$ cat config.mk
export PLATFORM = sky130hd
export DESIGN_NAME = rbs_sequencer
export DESIGN_NICKNAME = d
export VERILOG_FILES = /design/src/design/rbs_pkg.sv /design/src/design/rbs_sequencer.sv /design/src/design/rbs_hold.sv
export SDC_FILE = /design/constraint.sdc
export NUM_CORES = 1
export LEC_CHECK = 0
export ABC_AREA = 0
export BUFFER_PORTS_ARGS = -buffer_cell sky130_fd_sc_hd__buf_4
export CELL_PAD_IN_SITES_DETAIL_PLACEMENT = 0
export CELL_PAD_IN_SITES_GLOBAL_PLACEMENT = 1
export CORE_MARGIN = 3
export CORE_UTILIZATION = 45
export CTS_BUF_LIST = sky130_fd_sc_hd__clkbuf_8
export CTS_CLUSTER_DIAMETER = 30
export DETAILED_ROUTE_END_ITERATION = 16
export HOLD_SLACK_MARGIN = 0.02
export PLACE_DENSITY_LB_ADDON = 0.1
export SYNTH_ARGS = -nofsm -noshare
export SYNTH_HDL_FRONTEND = slang
export SYNTH_HIERARCHICAL = 1
export SYNTH_SLANG_ARGS = --single-unit
$ cat constraint.sdc
create_clock -name i_ref_clk -period 6.04 [get_ports i_ref_clk]
set_clock_uncertainty 0.15 [all_clocks]
set_input_delay 0 -clock i_ref_clk [delete_from_list [all_inputs] [get_ports i_ref_clk]]
set_output_delay 0 -clock i_ref_clk [all_outputs]
set_load 0.01 [all_outputs]
$ cat src/design/rbs_pkg.sv
// reset and boot sequencer: shared constants, timing counts and types
// assumes one 50 MHz clock; counts derive from the times below
package rbs_pkg;

   // ---------------------------------------------------------------
   // clock and times
   // ---------------------------------------------------------------
   localparam real CLK_MHZ = 50.0;
   localparam int CYC_PER_US = int'(CLK_MHZ);
   localparam real T_CORE_MS = 4.8;
   localparam real T_TM_MS = 4.0;
   localparam real T_UD_MS = 5.0;
   localparam real T_NOR_MS = 5.0;
   localparam real T_PULL_US = 10.0;
   localparam real T_DBC_DEF_MS = 0.1;
   localparam real T_DBC_MAX_MS = 16.0;
   localparam real T_RST_BOD_MS = 1.0;
   localparam real T_THERM_MS = 500.0;

   // ---------------------------------------------------------------
   // cycle counts (least times round up, longest round down)
   // ---------------------------------------------------------------
   localparam int CORE_CYC = int'($ceil(T_CORE_MS * CLK_MHZ * 1000.0));
   localparam int TM_CYC = int'($floor(T_TM_MS * CLK_MHZ * 1000.0));
   localparam int UD_CYC = int'($floor(T_UD_MS * CLK_MHZ * 1000.0));
   localparam int NOR_CYC = int'($floor(T_NOR_MS * CLK_MHZ * 1000.0));
   localparam int PULL_CYC = int'($ceil(T_PULL_US * CLK_MHZ));
   localparam int BOD_CYC = int'($ceil(T_RST_BOD_MS * CLK_MHZ * 1000.0));
   localparam int THERM_CYC = int'($ceil(T_THERM_MS * CLK_MHZ * 1000.0));

   // ---------------------------------------------------------------
   // widths, levels and reset values
   // ---------------------------------------------------------------
   localparam int CNT_W = 25;
   localparam int DBC_W = 20;
   localparam int BOD_LEVELS = 10;
   localparam logic [13:0] DBC_DEF_US = 14'(int'(T_DBC_DEF_MS * 1000.0));
   localparam logic [13:0] DBC_MAX_US = 14'(int'(T_DBC_MAX_MS * 1000.0));
   localparam logic [3:0] BOD_RISE_DEF = 4'h5;
   localparam logic [3:0] BOD_FALL_DEF = 4'h8;
   localparam logic signed [7:0] OTP_CHECK_C = 8'sh7d;

   // ---------------------------------------------------------------
   // types
   // ---------------------------------------------------------------
   typedef enum logic [6:0] {
      RBS_ST_RESET = 7'h01,
      RBS_ST_PULL_TM = 7'h02,
      RBS_ST_CORE = 7'h04,
      RBS_ST_PULL_BOOT = 7'h08,
      RBS_ST_RUN = 7'h10,
      RBS_ST_BROWNOUT = 7'h20,
      RBS_ST_THERM = 7'h40
   } rbs_st_t;

   typedef struct packed {
      logic bod_en;
      logic bod_irq_mode;
      logic [3:0] rise_sel;
      logic [3:0] fall_sel;
      logic [13:0] dbc_us;
   } rbs_cfg_t;

   typedef struct packed {
      logic hi_en;
      logic lo_en;
      logic otp_en;
      logic signed [7:0] hi_thr;
      logic signed [7:0] lo_thr;
      logic signed [7:0] otp_thr;
   } rbs_therm_t;

   typedef struct packed {
      logic test_mode;
      logic download_mode;
      logic nand_flash;
   } rbs_strap_t;

   typedef struct packed {
      logic temp_hi;
      logic temp_lo;
      logic bod;
   } rbs_irq_t;

   localparam rbs_cfg_t CFG_RST = '{bod_en: 1'b1, bod_irq_mode: 1'b0,
      rise_sel: BOD_RISE_DEF, fall_sel: BOD_FALL_DEF, dbc_us: DBC_DEF_US};

endpackage : rbs_pkg

$ cat src/design/rbs_sequencer.sv
// reset and boot sequencer: reset release, core power, strap capture,
// enable-pin debounce, brownout and thermal protection
// assumes analog comparators and temperature code arrive synchronous
// How it works
// - release reset when supply good and enable high
// - enable core regulator on release, ready later
// - sample test strap within 4 ms of release
// - sample download strap within 5 ms of ready
// - sample flash strap within 5 ms of ready
// - without pseudo-static memory flash is always NOR
// - straps captured once per power-on or enable reset
// - pull-ups on before straps are captured
// - enable debounce programmable 0 us to 16 ms
// - brownout starts enabled in reset mode
// - brownout reset holds reset and disables pads
// - brownout reset keeps captured strap values
// - rising and falling levels selectable, defaults 5/8
// - brownout needs supply low for 1 ms
// - high temperature crossing raises its flag
// - low temperature crossing raises its flag
// - over-temperature trips thermal reset by itself
// - thermal hold 500 ms, recheck against 125 C
// - warning and protection have own enables, thresholds
`timescale 1ns/1ps
module rbs_sequencer
   import rbs_pkg::*;
#(
   parameter bit HAS_PSRAM = 1'b1,
   parameter int CORE_N = CORE_CYC,
   parameter int BOD_N = BOD_CYC,
   parameter int THERM_N = THERM_CYC
) (
   // clock and reset
   input wire logic i_ref_clk,
   input wire logic i_rst_b,
   // supply monitor and enable pin
   input wire logic i_supply_por_ok,
   input wire logic [BOD_LEVELS-1:0] i_bod_cmp,
   input wire logic i_chip_en,
   // strap pins
   input wire logic i_test_mode_disable_strap,
   input wire logic i_download_disable_strap,
   input wire logic i_flash_type_strap,
   output logic o_strap_pullup_en,
   // configuration
   input wire logic i_cfg_wr,
   input wire rbs_cfg_t i_cfg,
   output rbs_cfg_t o_cfg,
   // thermal
   input wire logic signed [7:0] i_temp,
   input wire rbs_therm_t i_therm,
   // event flags
   input wire rbs_irq_t i_irq_clr,
   output rbs_irq_t o_irq,
   // sequence outputs
   output logic o_sys_rst_b,
   output logic o_core_reg_en,
   output logic o_core_ready,
   output logic o_pad_out_dis,
   output logic o_therm_rst,
   output rbs_strap_t o_straps,
   output logic o_straps_valid
);

   typedef struct packed {
      rbs_st_t st;
      logic [CNT_W-1:0] cnt;
      rbs_strap_t straps;
      logic straps_done;
      rbs_cfg_t cfg;
      rbs_irq_t irq;
      logic hi_prev;
      logic lo_prev;
      logic bod_prev;
   } rbs_seq_st_t;

   localparam rbs_seq_st_t S_RST = '{st: RBS_ST_RESET, cnt: '0,
      straps: '0, straps_done: 1'b0, cfg: CFG_RST, irq: '0,
      hi_prev: 1'b0, lo_prev: 1'b0, bod_prev: 1'b0};

   rbs_seq_st_t s_r;
   rbs_seq_st_t s_nxt;
   logic en_rst;
   logic bod_held;
   logic bod_low;
   logic rise_ok;
   logic rst_req;
   logic released;
   logic otp_over;
   logic bod_trip;
   logic hi_now;
   logic lo_now;
   logic tm_take;
   logic boot_take;
   logic [DBC_W-1:0] dbc_len;
   rbs_irq_t irq_set;

   // ---------------------------------------------------------------
   // level select decode
   // ---------------------------------------------------------------
   function automatic logic lvl_above(input logic [3:0] sel,
                                      input logic [3:0] dflt,
                                      input logic [BOD_LEVELS-1:0] cmp);
      logic [3:0] idx;
      idx = (sel >= 4'h1 && sel <= 4'(BOD_LEVELS)) ? sel : dflt;
      return cmp[idx-4'h1];
   endfunction : lvl_above

   // ---------------------------------------------------------------
   // enable pin debounce and brownout filter
   // ---------------------------------------------------------------
   always_comb begin
      dbc_len = DBC_W'(s_r.cfg.dbc_us > DBC_MAX_US ? DBC_MAX_US
                                                   : s_r.cfg.dbc_us);
      dbc_len = DBC_W'(dbc_len * DBC_W'(CYC_PER_US));
   end

   rbs_hold #(.W(DBC_W)) u_en_dbc (
      .i_ref_clk(i_ref_clk),
      .i_rst_b(i_rst_b),
      .i_lvl(!i_chip_en),
      .i_len(dbc_len),
      .o_held(en_rst)
   );

   // falling level below, filtered for the minimum low time
   assign bod_low = s_r.cfg.bod_en &&
      !lvl_above(s_r.cfg.fall_sel, BOD_FALL_DEF, i_bod_cmp);
   assign rise_ok = !s_r.cfg.bod_en ||
      lvl_above(s_r.cfg.rise_sel, BOD_RISE_DEF, i_bod_cmp);

   rbs_hold #(.W(DBC_W)) u_bod_flt (
      .i_ref_clk(i_ref_clk),
      .i_rst_b(i_rst_b),
      .i_lvl(bod_low),
      .i_len(DBC_W'(BOD_N - 1)),
      .o_held(bod_held)
   );

   // ---------------------------------------------------------------
   // reset sources and thermal comparisons
   // ---------------------------------------------------------------
   assign rst_req = !i_supply_por_ok || en_rst;
   assign released = s_r.st inside {RBS_ST_PULL_TM, RBS_ST_CORE,
                                    RBS_ST_PULL_BOOT, RBS_ST_RUN};
   assign otp_over = i_therm.otp_en && (i_temp > i_therm.otp_thr);
   assign bod_trip = !s_r.cfg.bod_irq_mode && bod_held;
   assign hi_now = i_therm.hi_en && (i_temp > i_therm.hi_thr);
   assign lo_now = i_therm.lo_en && (i_temp < i_therm.lo_thr);

   always_comb begin
      irq_set.temp_hi = hi_now && !s_r.hi_prev;
      irq_set.temp_lo = lo_now && !s_r.lo_prev;
      irq_set.bod = s_r.cfg.bod_irq_mode && bod_held &&
                    !s_r.bod_prev;
   end

   // ---------------------------------------------------------------
   // sequencer
   // ---------------------------------------------------------------
   always_comb begin
      s_nxt = s_r;
      tm_take = 1'b0;
      boot_take = 1'b0;
      s_nxt.cnt = CNT_W'(s_r.cnt + 1'b1);
      if (i_cfg_wr) begin
         s_nxt.cfg = i_cfg;
      end
      s_nxt.hi_prev = hi_now;
      s_nxt.lo_prev = lo_now;
      s_nxt.bod_prev = bod_held;
      // set wins over clear
      s_nxt.irq = irq_set | (s_r.irq & ~i_irq_clr);
      if (rst_req) begin
         s_nxt.st = RBS_ST_RESET;
         s_nxt.straps_done = 1'b0;
      end else if (released && otp_over) begin
         s_nxt.st = RBS_ST_THERM;
         s_nxt.cnt = '0;
      end else if (released && bod_trip) begin
         s_nxt.st = RBS_ST_BROWNOUT;
      end else begin
         case (s_r.st)
            RBS_ST_RESET: begin
               if (i_chip_en) begin
                  s_nxt.cnt = '0;
                  s_nxt.st = s_r.straps_done ? RBS_ST_CORE
                                             : RBS_ST_PULL_TM;
               end
            end
            RBS_ST_PULL_TM: begin
               if (s_r.cnt == CNT_W'(PULL_CYC - 1)) begin
                  tm_take = 1'b1;
                  s_nxt.straps.test_mode =
                     !i_test_mode_disable_strap;
                  s_nxt.st = RBS_ST_CORE;
                  s_nxt.cnt = '0;
               end
            end
            RBS_ST_CORE: begin
               if (s_r.cnt == CNT_W'(CORE_N - 1)) begin
                  s_nxt.cnt = '0;
                  s_nxt.st = s_r.straps_done ? RBS_ST_RUN
                                             : RBS_ST_PULL_BOOT;
               end
            end
            RBS_ST_PULL_BOOT: begin
               if (s_r.cnt == CNT_W'(PULL_CYC - 1)) begin
                  boot_take = 1'b1;
                  s_nxt.straps.download_mode =
                     !i_download_disable_strap;
                  s_nxt.straps.nand_flash =
                     HAS_PSRAM && !i_flash_type_strap;
                  s_nxt.straps_done = 1'b1;
                  s_nxt.st = RBS_ST_RUN;
               end
            end
            RBS_ST_RUN: begin
               s_nxt.cnt = s_r.cnt;
            end
            RBS_ST_BROWNOUT: begin
               if (rise_ok) begin
                  s_nxt.st = RBS_ST_RESET;
               end
            end
            RBS_ST_THERM: begin
               if (s_r.cnt == CNT_W'(THERM_N - 1)) begin
                  s_nxt.cnt = '0;
                  if (i_temp < OTP_CHECK_C) begin
                     s_nxt.st = RBS_ST_RESET;
                  end
               end
            end
            default: begin
               s_nxt.st = RBS_ST_RESET;
            end
         endcase
      end
   end

   always_ff @(posedge i_ref_clk or negedge i_rst_b) begin
      if (!i_rst_b) begin
         s_r <= S_RST;
      end else begin
         s_r <= s_nxt;
      end
   end

   // ---------------------------------------------------------------
   // outputs
   // ---------------------------------------------------------------
   assign o_sys_rst_b = released;
   assign o_core_reg_en = released;
   assign o_core_ready = s_r.st inside {RBS_ST_PULL_BOOT, RBS_ST_RUN};
   assign o_strap_pullup_en =
      s_r.st inside {RBS_ST_PULL_TM, RBS_ST_PULL_BOOT};
   assign o_pad_out_dis = (s_r.st == RBS_ST_BROWNOUT);
   assign o_therm_rst = (s_r.st == RBS_ST_THERM);
   assign o_straps = s_r.straps;
   assign o_straps_valid = s_r.straps_done;
   assign o_cfg = s_r.cfg;
   assign o_irq = s_r.irq;
endmodule : rbs_sequencer

$ cat src/design/rbs_hold.sv
// level hold filter: reports a level that has stayed high i_len + 1 cycles
// assumes i_lvl is synchronous to i_ref_clk
`timescale 1ns/1ps
module rbs_hold
   import rbs_pkg::*;
#(
   parameter int W = DBC_W
) (
   // clock and reset
   input wire logic i_ref_clk,
   input wire logic i_rst_b,
   // level and length
   input wire logic i_lvl,
   input wire logic [W-1:0] i_len,
   // filtered result
   output logic o_held
);

   typedef struct packed {
      logic [W-1:0] cnt;
      logic held;
   } rbs_hold_st_t;

   rbs_hold_st_t s_r;
   rbs_hold_st_t s_nxt;

   // ---------------------------------------------------------------
   // saturating run counter
   // ---------------------------------------------------------------
   always_comb begin
      s_nxt = s_r;
      if (!i_lvl) begin
         s_nxt.cnt = '0;
      end else if (s_r.cnt != {W{1'b1}}) begin
         s_nxt.cnt = W'(s_r.cnt + 1'b1);
      end
      s_nxt.held = i_lvl && (s_r.cnt >= i_len);
   end

   always_ff @(posedge i_ref_clk or negedge i_rst_b) begin
      if (!i_rst_b) begin
         s_r <= '0;
      end else begin
         s_r <= s_nxt;
      end
   end

   assign o_held = s_r.held;
endmodule : rbs_hold

==> flow_summary.yaml, run 1 <==
status:
  status: "finished, final reports clean"
timing:
  setup_tns_ns: 0
  min_period_ns: 5.510
  setup-violations-final: 0
  final_max_slew_viol_count: 0
  finalCritPeriodShare_pct: 91.23
  grt_setup_unrepaired: "no"
  max_freq_ghz: 0.1815
  hold_viol: 0
  tightest_slew_ns: 1.010
  max-slew-margin-rel_pct: 32.65
  worst_hold_slack_ns: 0.1007
worst_setup_path:
  reg2reg_depth: 22
  crit_start: "o_cfg[4]"
  crit_family: "adder cells"
  cp_slowest_cell: "fa_1"
  worstReg2RegStart: "o_cfg[4]"
  r2r_end: "u_en_dbc/o_held"
  end_kind: "register"
  critPathKind: "reg -> reg"
  start_kind: "register"
  regToRegSetupSlack_ns: 0.53
  required_ns: 6.16
  cpMostUsedCell: "ha_1"
  slowest_delay_ns: 0.47
  cp.arrival_ns: 5.63
  path_buf_inv: 1
  cp_max_fo: 18
  worstPathCellList: "nor4_1, nand2_1, a21oi_1, or2_4, and2_1, ha_1, ha_1, fa_1, ha_1, nor2b_1, o31a_1, o211ai_1, a31oi_1, a21o_1, a21oi_1, xnor2_1, inv_1, ha_1, nand4_1, nor2_1, nand3_1, o311ai_0"
cells_and_area:
  area_growth_syn_to_layout_pct: 19.40
  design_area_sq_um: 11280
  drive_above_1_share_pct: 17.86
  fillers: 1936
  multiInputGateArea_sq_um: 5993
  seqCellArea_sq_um: 2713
  finish.net_count: 1411
clock_network:
  cts_sinks: 108
  htree_levels: 3
  ctsRootBufferMaster: "clkbuf_8"
  clk_pin_slew_ns: 0.12
  clockBufferDepth: 2
  cts_tree: "yes"
  cts_buffers: 9
  insertion_delay_ns: 0.40
placed_design:
  portBuffers: 116
  place_congestion: 0.8410
  place_hpwl_um: 17140
  placed_area_sq_um: 10370
global_routing:
  grt_start_max_net_pins: 74
  grt_pass1_vias: 7911
  gr-total-overflow: 0
  grt_antenna_before_repair: 1
  grt-busiest-layer: "met2"
  use_met1_pct: 29.04
  grt_use_met2_pct: 35.21
  grt_pass1_wl_um: 39100
  grt.total_usage_pct: 20.98
  grt.met3_usage_pct: 2.873
synthesis:
  avgSynthCellArea_sq_um: 8.955
  synthArstFlopShare_pct: 100.0
  synth.cell_area_sq_um: 9448
  synth_top_area_cell: "dfrtp_1"
  yosysUniqueCellTypes: 83
  synthCells: 1055
  synth_edf_count: 0
  synth-main-ff-cell: "dfrtp_1"
  ys_ff_latch: 108
  synth.area.top_cells: "dfrtp_1, ha_1, inv_1, nand2_1, a21oi_1"
  yosysWarnings: 6
  yosysTopAreaCellShare_pct: 26.49
  yosysSeqAreaShare_pct: 28.71
power_and_ir_drop:
  total_power_w: 0.002402
  vdd_drop_max_mv: 0.1485
  p_per_area_nw_per_um2: 212.9
  p_leak_nw: 5.207
job:
  maxCapViolCount: 0
floorplan:
  start_util_pct: 46.25
  dieHeight_um: 150.9
  placementRows: 52
  dieArea_sq_um: 22770
  die_x_um: 150.9
  fp.coreArea_sq_um: 20430
  io_pins: 117
route:
  wl_per_cell_um: 15.52
  dr.pass1.iters: 5
  ant_nets: 0
  viasPerCell: 5.437
  drt_iter0_markers: 360
  num_vias: 8080
  wl_um: 23070
  drcViolationCount: 0
min_path:
  hold_path_depth: 5
  min_from: "i_bod_cmp[5]"
  min_path_type: "in -> reg"
  hold_path_end: "s_r[64]"
==> how the worst max path moves through the flow <==
| stage | to | slack [ns] | cells after the start |
|---|---|---|---|
| finish | u_en_dbc/o_held | 0.53 | 22 |
| global route | u_en_dbc/o_held | 0.04 | 22 |
| CTS | u_en_dbc/o_held | 0.43 | 22 |
| detailed placement | u_en_dbc/o_held | 0.48 | 22 |
| global placement | u_en_dbc/o_held | 0.62 | 22 |
| floorplan | u_en_dbc/o_held | 0.72 | 24 |
==> per-layer routing <==
metal,share of wire [%],vias up
li1,-,4117
met1,47,3798
met2,47,145
met3,5.0,20
met4,1.3,0
met5,0,-
==> layout make-up <==
class / instances / share of cell area [%]
Multi-Input combinational cell: 788 / 53.13
Antenna cell: 1 / 0.02218
Timing Repair Buffer: 187 / 14.04
Clock inverter: 7 / 0.8097
Clock buffer: 9 / 1.098
Tap cell: 270 / 2.995
Inverter: 116 / 3.860
Sequential cell: 108 / 24.05
==> cell usage after synthesis (8+ instances only) <==
library cell and instances:
buf_4 34, fa_1 9, nand4_1 29, o31ai_1 13, dfstp_2 8, nor2_1 49, and2_1 15, buf_2 10
nor2b_1 12, o211ai_1 10, and3_1 15, xnor2_1 29, mux2_2 23, a211oi_1 9, inv_1 116, a31oi_1 10
nand2_1 70, clkbuf_1 13, o21ai_0 31, or3_1 14, nand2b_1 10, dfrtp_1 100, a41oi_1 8, nor3_1 33
a21oi_1 52, or4_1 13, ha_1 112, o311ai_0 8, nor4_1 17, nand3_1 43, o21a_1 9
==> logic make-up (layout without fill, tap and decap cells) <==
| group | Yosys count | after routing | synth area share [%] |
|---|---|---|---|
| xor gates and xnor gates | 36 | 36 | 3.337 |
| adders and majority gates | 121 | 121 | 16.74 |
| and+or+nand+nor | 372 | 372 | 22.90 |
| muxes | 34 | 34 | 4.476 |
| DFF | 108 | 108 | 28.71 |
| buffers and inverters | 178 | 319 | 8.767 |
| other | 2 | 22 | 0.07949 |
| AOI/OAI and AO/OA | 204 | 204 | 14.99 |
==> where the power goes <==
group	total, W	switching, W	leakage, nW	internal [W]
sequential	0.000821	0.0000531	1.42	0.000768
combinational	0.00109	0.000576	3.68	0.000513
clock	0.000492	0.000289	0.106	0.000203
total	0.00240	0.000918	5.21	0.00148
==> cells in the final DEF, fill, tap and decap left out, types with 14 or more instances in the layout <==
cell / n
nor3_1: 33
ha_1: 112
xnor2_1: 29
and3_1: 15
buf_4: 119
and2_1: 15
nand4_1: 29
inv_1: 116
nor2_1: 49
a21oi_1: 52
conb_1: 21
nand3_1: 43
nand2_1: 70
or3_1: 14
dfrtp_1: 100
dlygate4sd3_1: 67
nor4_1: 17
o21ai_0: 31
mux2_2: 23
==> tightest hold or removal path, cell delays in order <==
cell	delay, ns
buf_4	0.08
mux4_1	0.21
nand3_1	0.09
o2111ai_2	0.12
a21boi_0	0.10
==> metrics by stage <==
stage | utilization, % | instances | setup WS (ns)
finish | 55.22 | 1486 | 0.5299
CTS | 55.19 | 1485 | 0.4341
global route | 55.22 | 1486 | 0.03628
detailed placement | 50.76 | 1401 | 0.4824
global placement | 50.76 | 1401 | 0.6204
floorplan | - | 1074 | 0.7168
==> state kept, by name (all words and copies together), names as in the netlist <==
register          cells
u_bod_flt/s_r        20
o_straps_valid        1
u_en_dbc/s_r         20
s_r                  35
u_bod_flt/o_held      1
o_straps              3
o_irq                 3
u_en_dbc/o_held       1
o_cfg                24
==> repair_timing <==
item	in CTS	in global routing
setup endpoints to repair	0	1
setup buffers	0	0
hold endpoints to repair	78	0
gates resized for setup	0	1
hold buffers	68	0
Power figures use the tool's default switching activity.
==> inputs of run 2 (changes only) <==
--- a/config.mk
+++ b/config.mk
@@ -7,15 +7,12 @@
 export LEC_CHECK = 0
 export ABC_AREA = 0
 export BUFFER_PORTS_ARGS = -buffer_cell sky130_fd_sc_hd__buf_4
-export CELL_PAD_IN_SITES_DETAIL_PLACEMENT = 0
-export CELL_PAD_IN_SITES_GLOBAL_PLACEMENT = 1
 export CORE_MARGIN = 3
 export CORE_UTILIZATION = 45
 export CTS_BUF_LIST = sky130_fd_sc_hd__clkbuf_8
 export CTS_CLUSTER_DIAMETER = 30
 export DETAILED_ROUTE_END_ITERATION = 16
 export HOLD_SLACK_MARGIN = 0.02
-export PLACE_DENSITY_LB_ADDON = 0.1
 export SYNTH_ARGS = -nofsm -noshare
 export SYNTH_HDL_FRONTEND = slang
 export SYNTH_HIERARCHICAL = 1
==> flow_summary.yaml, run 2 (same netlist as run 1, synthesis figures left out) <==
route:
  num_vias: 8093
  dr.pass1.iters: 5
  ant_nets: 0
  routed.top_layer: "met4"
  wl_met1_um: 10690
  routed-wl-met3_um: 1167
  wl_um: 21860
  drcViolationCount: 0
  drt_iter0_markers: 464
  wl_per_cell_um: 14.78
  viasPerCell: 5.472
  met2_length_um: 9799
timing:
  tightest_slew_ns: 0.9909
  setup-violations-final: 0
  min_period_ns: 5.473
  hold_viol: 0
  grt_setup_unrepaired: "no"
  final_max_slew_viol_count: 0
  finalCritPeriodShare_pct: 90.62
  max-slew-margin-rel_pct: 33.94
  fin_ws_ns: 0.5666
  setup_tns_ns: 0
  max_freq_ghz: 0.1827
global_routing:
  grt_pass1_vias: 7675
  grt_pass1_wl_um: 36650
  grt.total_usage_pct: 19.42
  grt_start_max_net_pins: 60
  gr-total-overflow: 0
  grt_antenna_before_repair: 0
placed_design:
  dp_slack_ns: 0.5488
  dp_cells: 1400
  place_hpwl_um: 16360
  portBuffers: 116
  place_congestion: 0.8289
floorplan:
  placementRows: 52
  start_util_pct: 46.25
  die_x_um: 150.9
  dieHeight_um: 150.9
  dieArea_sq_um: 22770
  fp.coreArea_sq_um: 20430
  io_pins: 117
power_and_ir_drop:
  p_int_w: 0.001568
  power.switching_w: 0.0008926
  p_per_area_nw_per_um2: 218.8
  vdd_drop_max_mv: 0.1379
  p_sw_share_pct: 36.27
  p_leak_nw: 5.199
  p_clk_share_pct: 22.9
  p_seq_share_pct: 33.3
  power.share.combinational_pct: 43.8
  total_power_w: 0.002461
cells_and_area:
  top_register: "s_r"
  largest_reg_flops: 35
  drive_above_1_share_pct: 17.78
  fillers: 1873
  seqCellArea_sq_um: 2713
  multiInputGateArea_sq_um: 5991
  final_cells: 1479
  final_util_pct: 55.05
  final_cell_mix: "buf_4, inv_1, ha_1"
  final_common_cell: "buf_4"
  finish.net_count: 1405
  antennaDiodeCount: 0
  area_growth_syn_to_layout_pct: 19.04
min_path:
  min_path_type: "in -> async"
clock_network:
  clockBufferDepth: 2
  htree_levels: 3
  cts_sinks: 108
  insertion_delay_ns: 0.39
  cts_setup_buffers: 0
  clk_pin_slew_ns: 0.11
  cts_tree: "yes"
  cts_buffers: 9
  ctsRootBufferMaster: "clkbuf_8"
  cts_resized: 0
worst_setup_path:
  end_kind: "register"
  cpMostUsedCell: "ha_1"
  critPathKind: "reg -> reg"
  start_kind: "register"
  cp_max_fo: 18
  crit_family: "adder cells"
  path_buf_inv: 1
  required_ns: 6.17
  slowest_delay_ns: 0.59
  cp.arrival_ns: 5.61
  worstPathCellList: "nor4_1, nand2_1, a21oi_1, or2_2, and2_1, ha_1, ha_1, fa_1, ha_1, nor2b_1, o31a_1, o211ai_1, a31oi_1, a21o_1, a21oi_1, xnor2_1, inv_1, ha_1, nand4_1, nor2_1, nand3_1, o311ai_0"
  cp_slowest_cell: "dfstp_2"
job:
  maxCapViolCount: 0
status:
  status: "finished, final reports clean"
-- run 2: layout make-up --
type                            instances  share of cell area, %
Sequential cell                       108                  24.12
Timing Repair Buffer                  181                  13.48
Multi-Input combinational cell        788                  53.27
Clock buffer                           10                  1.224
Clock inverter                          6                  1.035
Tap cell                              270                  3.004
Inverter                              116                  3.871
-- run 2: worst reg2reg max path, cell delays in order, from the launching register on --
cell      delay, ns
dfstp_2        0.59
nor4_1         0.06
nand2_1        0.07
a21oi_1        0.05
or2_2          0.39
and2_1         0.24
ha_1           0.31
ha_1           0.31
fa_1           0.46
ha_1           0.35
nor2b_1        0.15
o31a_1         0.29
o211ai_1       0.25
a31oi_1        0.15
a21o_1         0.20
a21oi_1        0.16
xnor2_1        0.13
inv_1          0.06
ha_1           0.28
nand4_1        0.12
nor2_1         0.17
nand3_1        0.09
o311ai_0       0.35
-- run 2: per-stage QoR --
| step | area (sq um) | hold WS, ns |
|---|---|---|
| after floorplan | 9519 | -0.4456 |
| after global placement | 10360 | -0.02466 |
| after detailed placement | 10360 | -0.01568 |
| after CTS | 11250 | 0.04446 |
| after global routing | 11250 | 0.09247 |
| final | 11250 | 0.04967 |
-- run 2: what timing repair did --
| item | in CTS | in global routing |
|---|---|---|
| hold buffers | 63 | 0 |
| endpoints found under the setup margin | 0 | 0 |
| hold endpoints to repair | 95 | 0 |
-- run 2: path summary, 6_finish.rpt --
check | startpoint | end | slack (ns) | cells after the start
min in group i_ref_clk | i_therm[23] | s_r[2] | 0.06 | 6
hold reg to reg | u_bod_flt/o_held | s_r[0] | 0.26 | 0
setup reg to reg | o_cfg[5] | u_en_dbc/o_held | 0.57 | 22
max in group asynchronous | i_rst_b | u_bod_flt/s_r[12] | 4.54 | 3
hold / removal | i_rst_b | o_irq[1] | 0.05 | 2
setup / recovery | o_cfg[5] | u_en_dbc/o_held | 0.57 | 22
-- run 2: routing by layer --
layer | global-route usage (%) | up-vias
li1 | - | 4107
met1 | 27.46 | 3769
met2 | 31.57 | 199
met3 | 3.291 | 18
met4 | 3.762 | 0
met5 | 0 | -
-- run 2: power by group through the flow --
stage | clock (W) | combinational (W) | sequential [W]
after floorplan | 0 | 0.000812 | 0.000816
after global placement | 0 | 0.00102 | 0.000831
after detailed placement | 0 | 0.00103 | 0.000832
after CTS | 0.000582 | 0.00109 | 0.000819
after global routing | 0.000609 | 0.00124 | 0.000828
final | 0.000564 | 0.00108 | 0.000819
==> inputs of run 3 (changes only) <==
--- a/config.mk
+++ b/config.mk
@@ -13,6 +13,7 @@
 export CTS_CLUSTER_DIAMETER = 30
 export DETAILED_ROUTE_END_ITERATION = 16
 export HOLD_SLACK_MARGIN = 0.02
+export PLACE_DENSITY_LB_ADDON = 0.12
 export SYNTH_ARGS = -nofsm -noshare
 export SYNTH_HDL_FRONTEND = slang
 export SYNTH_HIERARCHICAL = 1
==> constraint.sdc (replaced) <==
create_clock -name i_ref_clk -period 6.04 [get_ports i_ref_clk]
set_clock_uncertainty 0.15 [all_clocks]
set_input_delay 1.812 -clock i_ref_clk [delete_from_list [all_inputs] [get_ports i_ref_clk]]
set_output_delay 1.812 -clock i_ref_clk [all_outputs]
set_load 0.01 [all_outputs]
==> flow_summary.yaml, run 3 (same netlist as run 1, synthesis figures left out) <==
worst_setup_path:
  regToRegSetupSlack_ns: 0.64
  critPathKind: "reg -> reg"
  reg2reg_depth: 22
  r2r_end: "u_en_dbc/o_held"
  cpMostUsedCell: "ha_1"
  cp.arrival_ns: 5.54
  required_ns: 6.18
  worstReg2RegStart: "o_cfg[4]"
  crit_start: "o_cfg[4]"
  slowest_delay_ns: 0.46
  cp_slowest_cell: "dfrtp_1"
  start_kind: "register"
  end_kind: "register"
  cp_max_fo: 18
  worstPathCellList: "nor4_1, nand2_1, a21oi_1, or2_4, and2_1, ha_1, ha_1, fa_1, ha_1, nor2b_1, o31a_1, o211ai_1, a31oi_1, a21o_1, a21oi_1, xnor2_1, inv_1, ha_1, nand4_1, nor2_1, nand3_1, o311ai_0"
timing:
  max-slew-margin-rel_pct: 30.97
  setup_tns_ns: 0
  final_max_slew_viol_count: 0
  max_freq_ghz: 0.1850
  min_period_ns: 5.405
  hold_viol: 0
  finalCritPeriodShare_pct: 89.48
  fin_ws_ns: 0.6352
  setup-violations-final: 0
  tightest_slew_ns: 1.035
  grt_setup_unrepaired: "no"
placed_design:
  place_congestion: 0.8429
  place_hpwl_um: 16410
  portBuffers: 116
  placed_area_sq_um: 10380
  dp_slack_ns: 0.5011
  dp_cells: 1402
global_routing:
  grt_pass1_vias: 7443
  grt_pass1_wl_um: 35840
  grt.total_usage_pct: 18.91
  grt_start_max_net_pins: 52
  gr-total-overflow: 0
  grt_antenna_before_repair: 0
clock_network:
  holdBufCountCts: 0
  cts_setup_buffers: 0
  clockBufferDepth: 2
  htree_levels: 3
  clk_pin_slew_ns: 0.11
  cts_sinks: 108
  cts_tree: "yes"
  ctsRootBufferMaster: "clkbuf_8"
  cts_resized: 0
  insertion_delay_ns: 0.39
  cts_buffers: 9
floorplan:
  dieHeight_um: 150.9
  io_pins: 117
  fp.coreArea_sq_um: 20430
  dieArea_sq_um: 22770
  die_x_um: 150.9
  placementRows: 52
  start_util_pct: 46.25
route:
  wl_um: 21020
  dr.pass1.iters: 5
  num_vias: 7862
  ant_nets: 0
  viasPerCell: 5.544
  drt_iter0_markers: 454
  wl_per_cell_um: 14.83
  drcViolationCount: 0
cells_and_area:
  fillers: 1954
  design_area_sq_um: 10570
  area_growth_syn_to_layout_pct: 11.84
  final_cells: 1418
  drive_above_1_share_pct: 18.90
  final_common_cell: "buf_4"
  final_cell_mix: "buf_4, inv_1, ha_1"
  top_register: "s_r"
  finish.net_count: 1344
  largest_reg_flops: 35
  antennaDiodeCount: 0
  final_util_pct: 51.72
min_path:
  min_from: "u_bod_flt/o_held"
  min_path_type: "reg -> reg"
  hold_path_end: "s_r[0]"
  hold_path_depth: 0
power_and_ir_drop:
  p_sw_share_pct: 37.93
  p_per_area_nw_per_um2: 215.6
  p_clk_share_pct: 19.2
  p_seq_share_pct: 36.0
  power.share.combinational_pct: 44.8
  p_int_w: 0.001414
  p_leak_nw: 4.913
  vdd_drop_max_mv: 0.1284
  power.switching_w: 0.0008642
status:
  status: "finished, final reports clean"
job:
  maxCapViolCount: 0
## run 3: final cells by class
| class | instances | area, sq um | share of cell area (%) |
|---|---|---|---|
| multi-input cells | 788 | 5993 | 56.72 |
| clock buffers | 11 | 151.4 | 1.433 |
| flip-flops and latches | 108 | 2713 | 25.67 |
| well taps | 270 | 337.8 | 3.197 |
| clock inverters | 5 | 35.03 | 0.3316 |
| repair buffers | 120 | 900.9 | 8.526 |
| inverters | 116 | 435.4 | 4.121 |
## run 3: stage by stage
step	total power, W	hold WS, ns
floorplan	0.001628	0.2170
global placement	0.001847	0.2280
detailed placement	0.001858	0.2423
CTS	0.002308	0.2669
global route	0.002496	0.2786
finish	0.002278	0.2591
## run 3: critical path: cells and delay by family (launching register included)
family | cells | cell delay, ns
buffers and inverters | 1 | 0.06
AOI/OAI and AO/OA | 7 | 1.55
adders and majority gates | 5 | 1.67
DFF | 1 | 0.46
xor gates and xnor gates | 1 | 0.14
and+or+nand+nor | 8 | 1.32
## run 3: power by group through the flow
| stage | combinational (W) | sequential, W | clock, W |
|---|---|---|---|
| after detailed placement | 0.00102 | 0.000834 | 0 |
| after CTS | 0.00103 | 0.000819 | 0.000455 |
| final | 0.00102 | 0.000819 | 0.000438 |
| after floorplan | 0.000812 | 0.000816 | 0 |
| after global routing | 0.00119 | 0.000829 | 0.000479 |
| after global placement | 0.00102 | 0.000832 | 0 |
## run 3: worst max path at each step
stage	endpoint	slack (ns)	cells after the start
finish	u_en_dbc/o_held	0.64	22
global route	u_en_dbc/o_held	0.05	22
CTS	u_en_dbc/o_held	0.48	22
detailed placement	u_en_dbc/o_held	0.50	22
global placement	u_en_dbc/o_held	0.61	22
floorplan	u_en_dbc/o_held	0.72	24
## run 3: layer usage
metal  track usage [%]  wire [um]  vias to the layer above  share of wire, %
met1             26.43      10120                     3661                48
met5                 0          0                        -                 0
li1                  -          -                     3978                 -
met2             30.63       9404                      211                45
met3             3.740       1314                       12               6.3
met4             3.853        189                        0              0.90
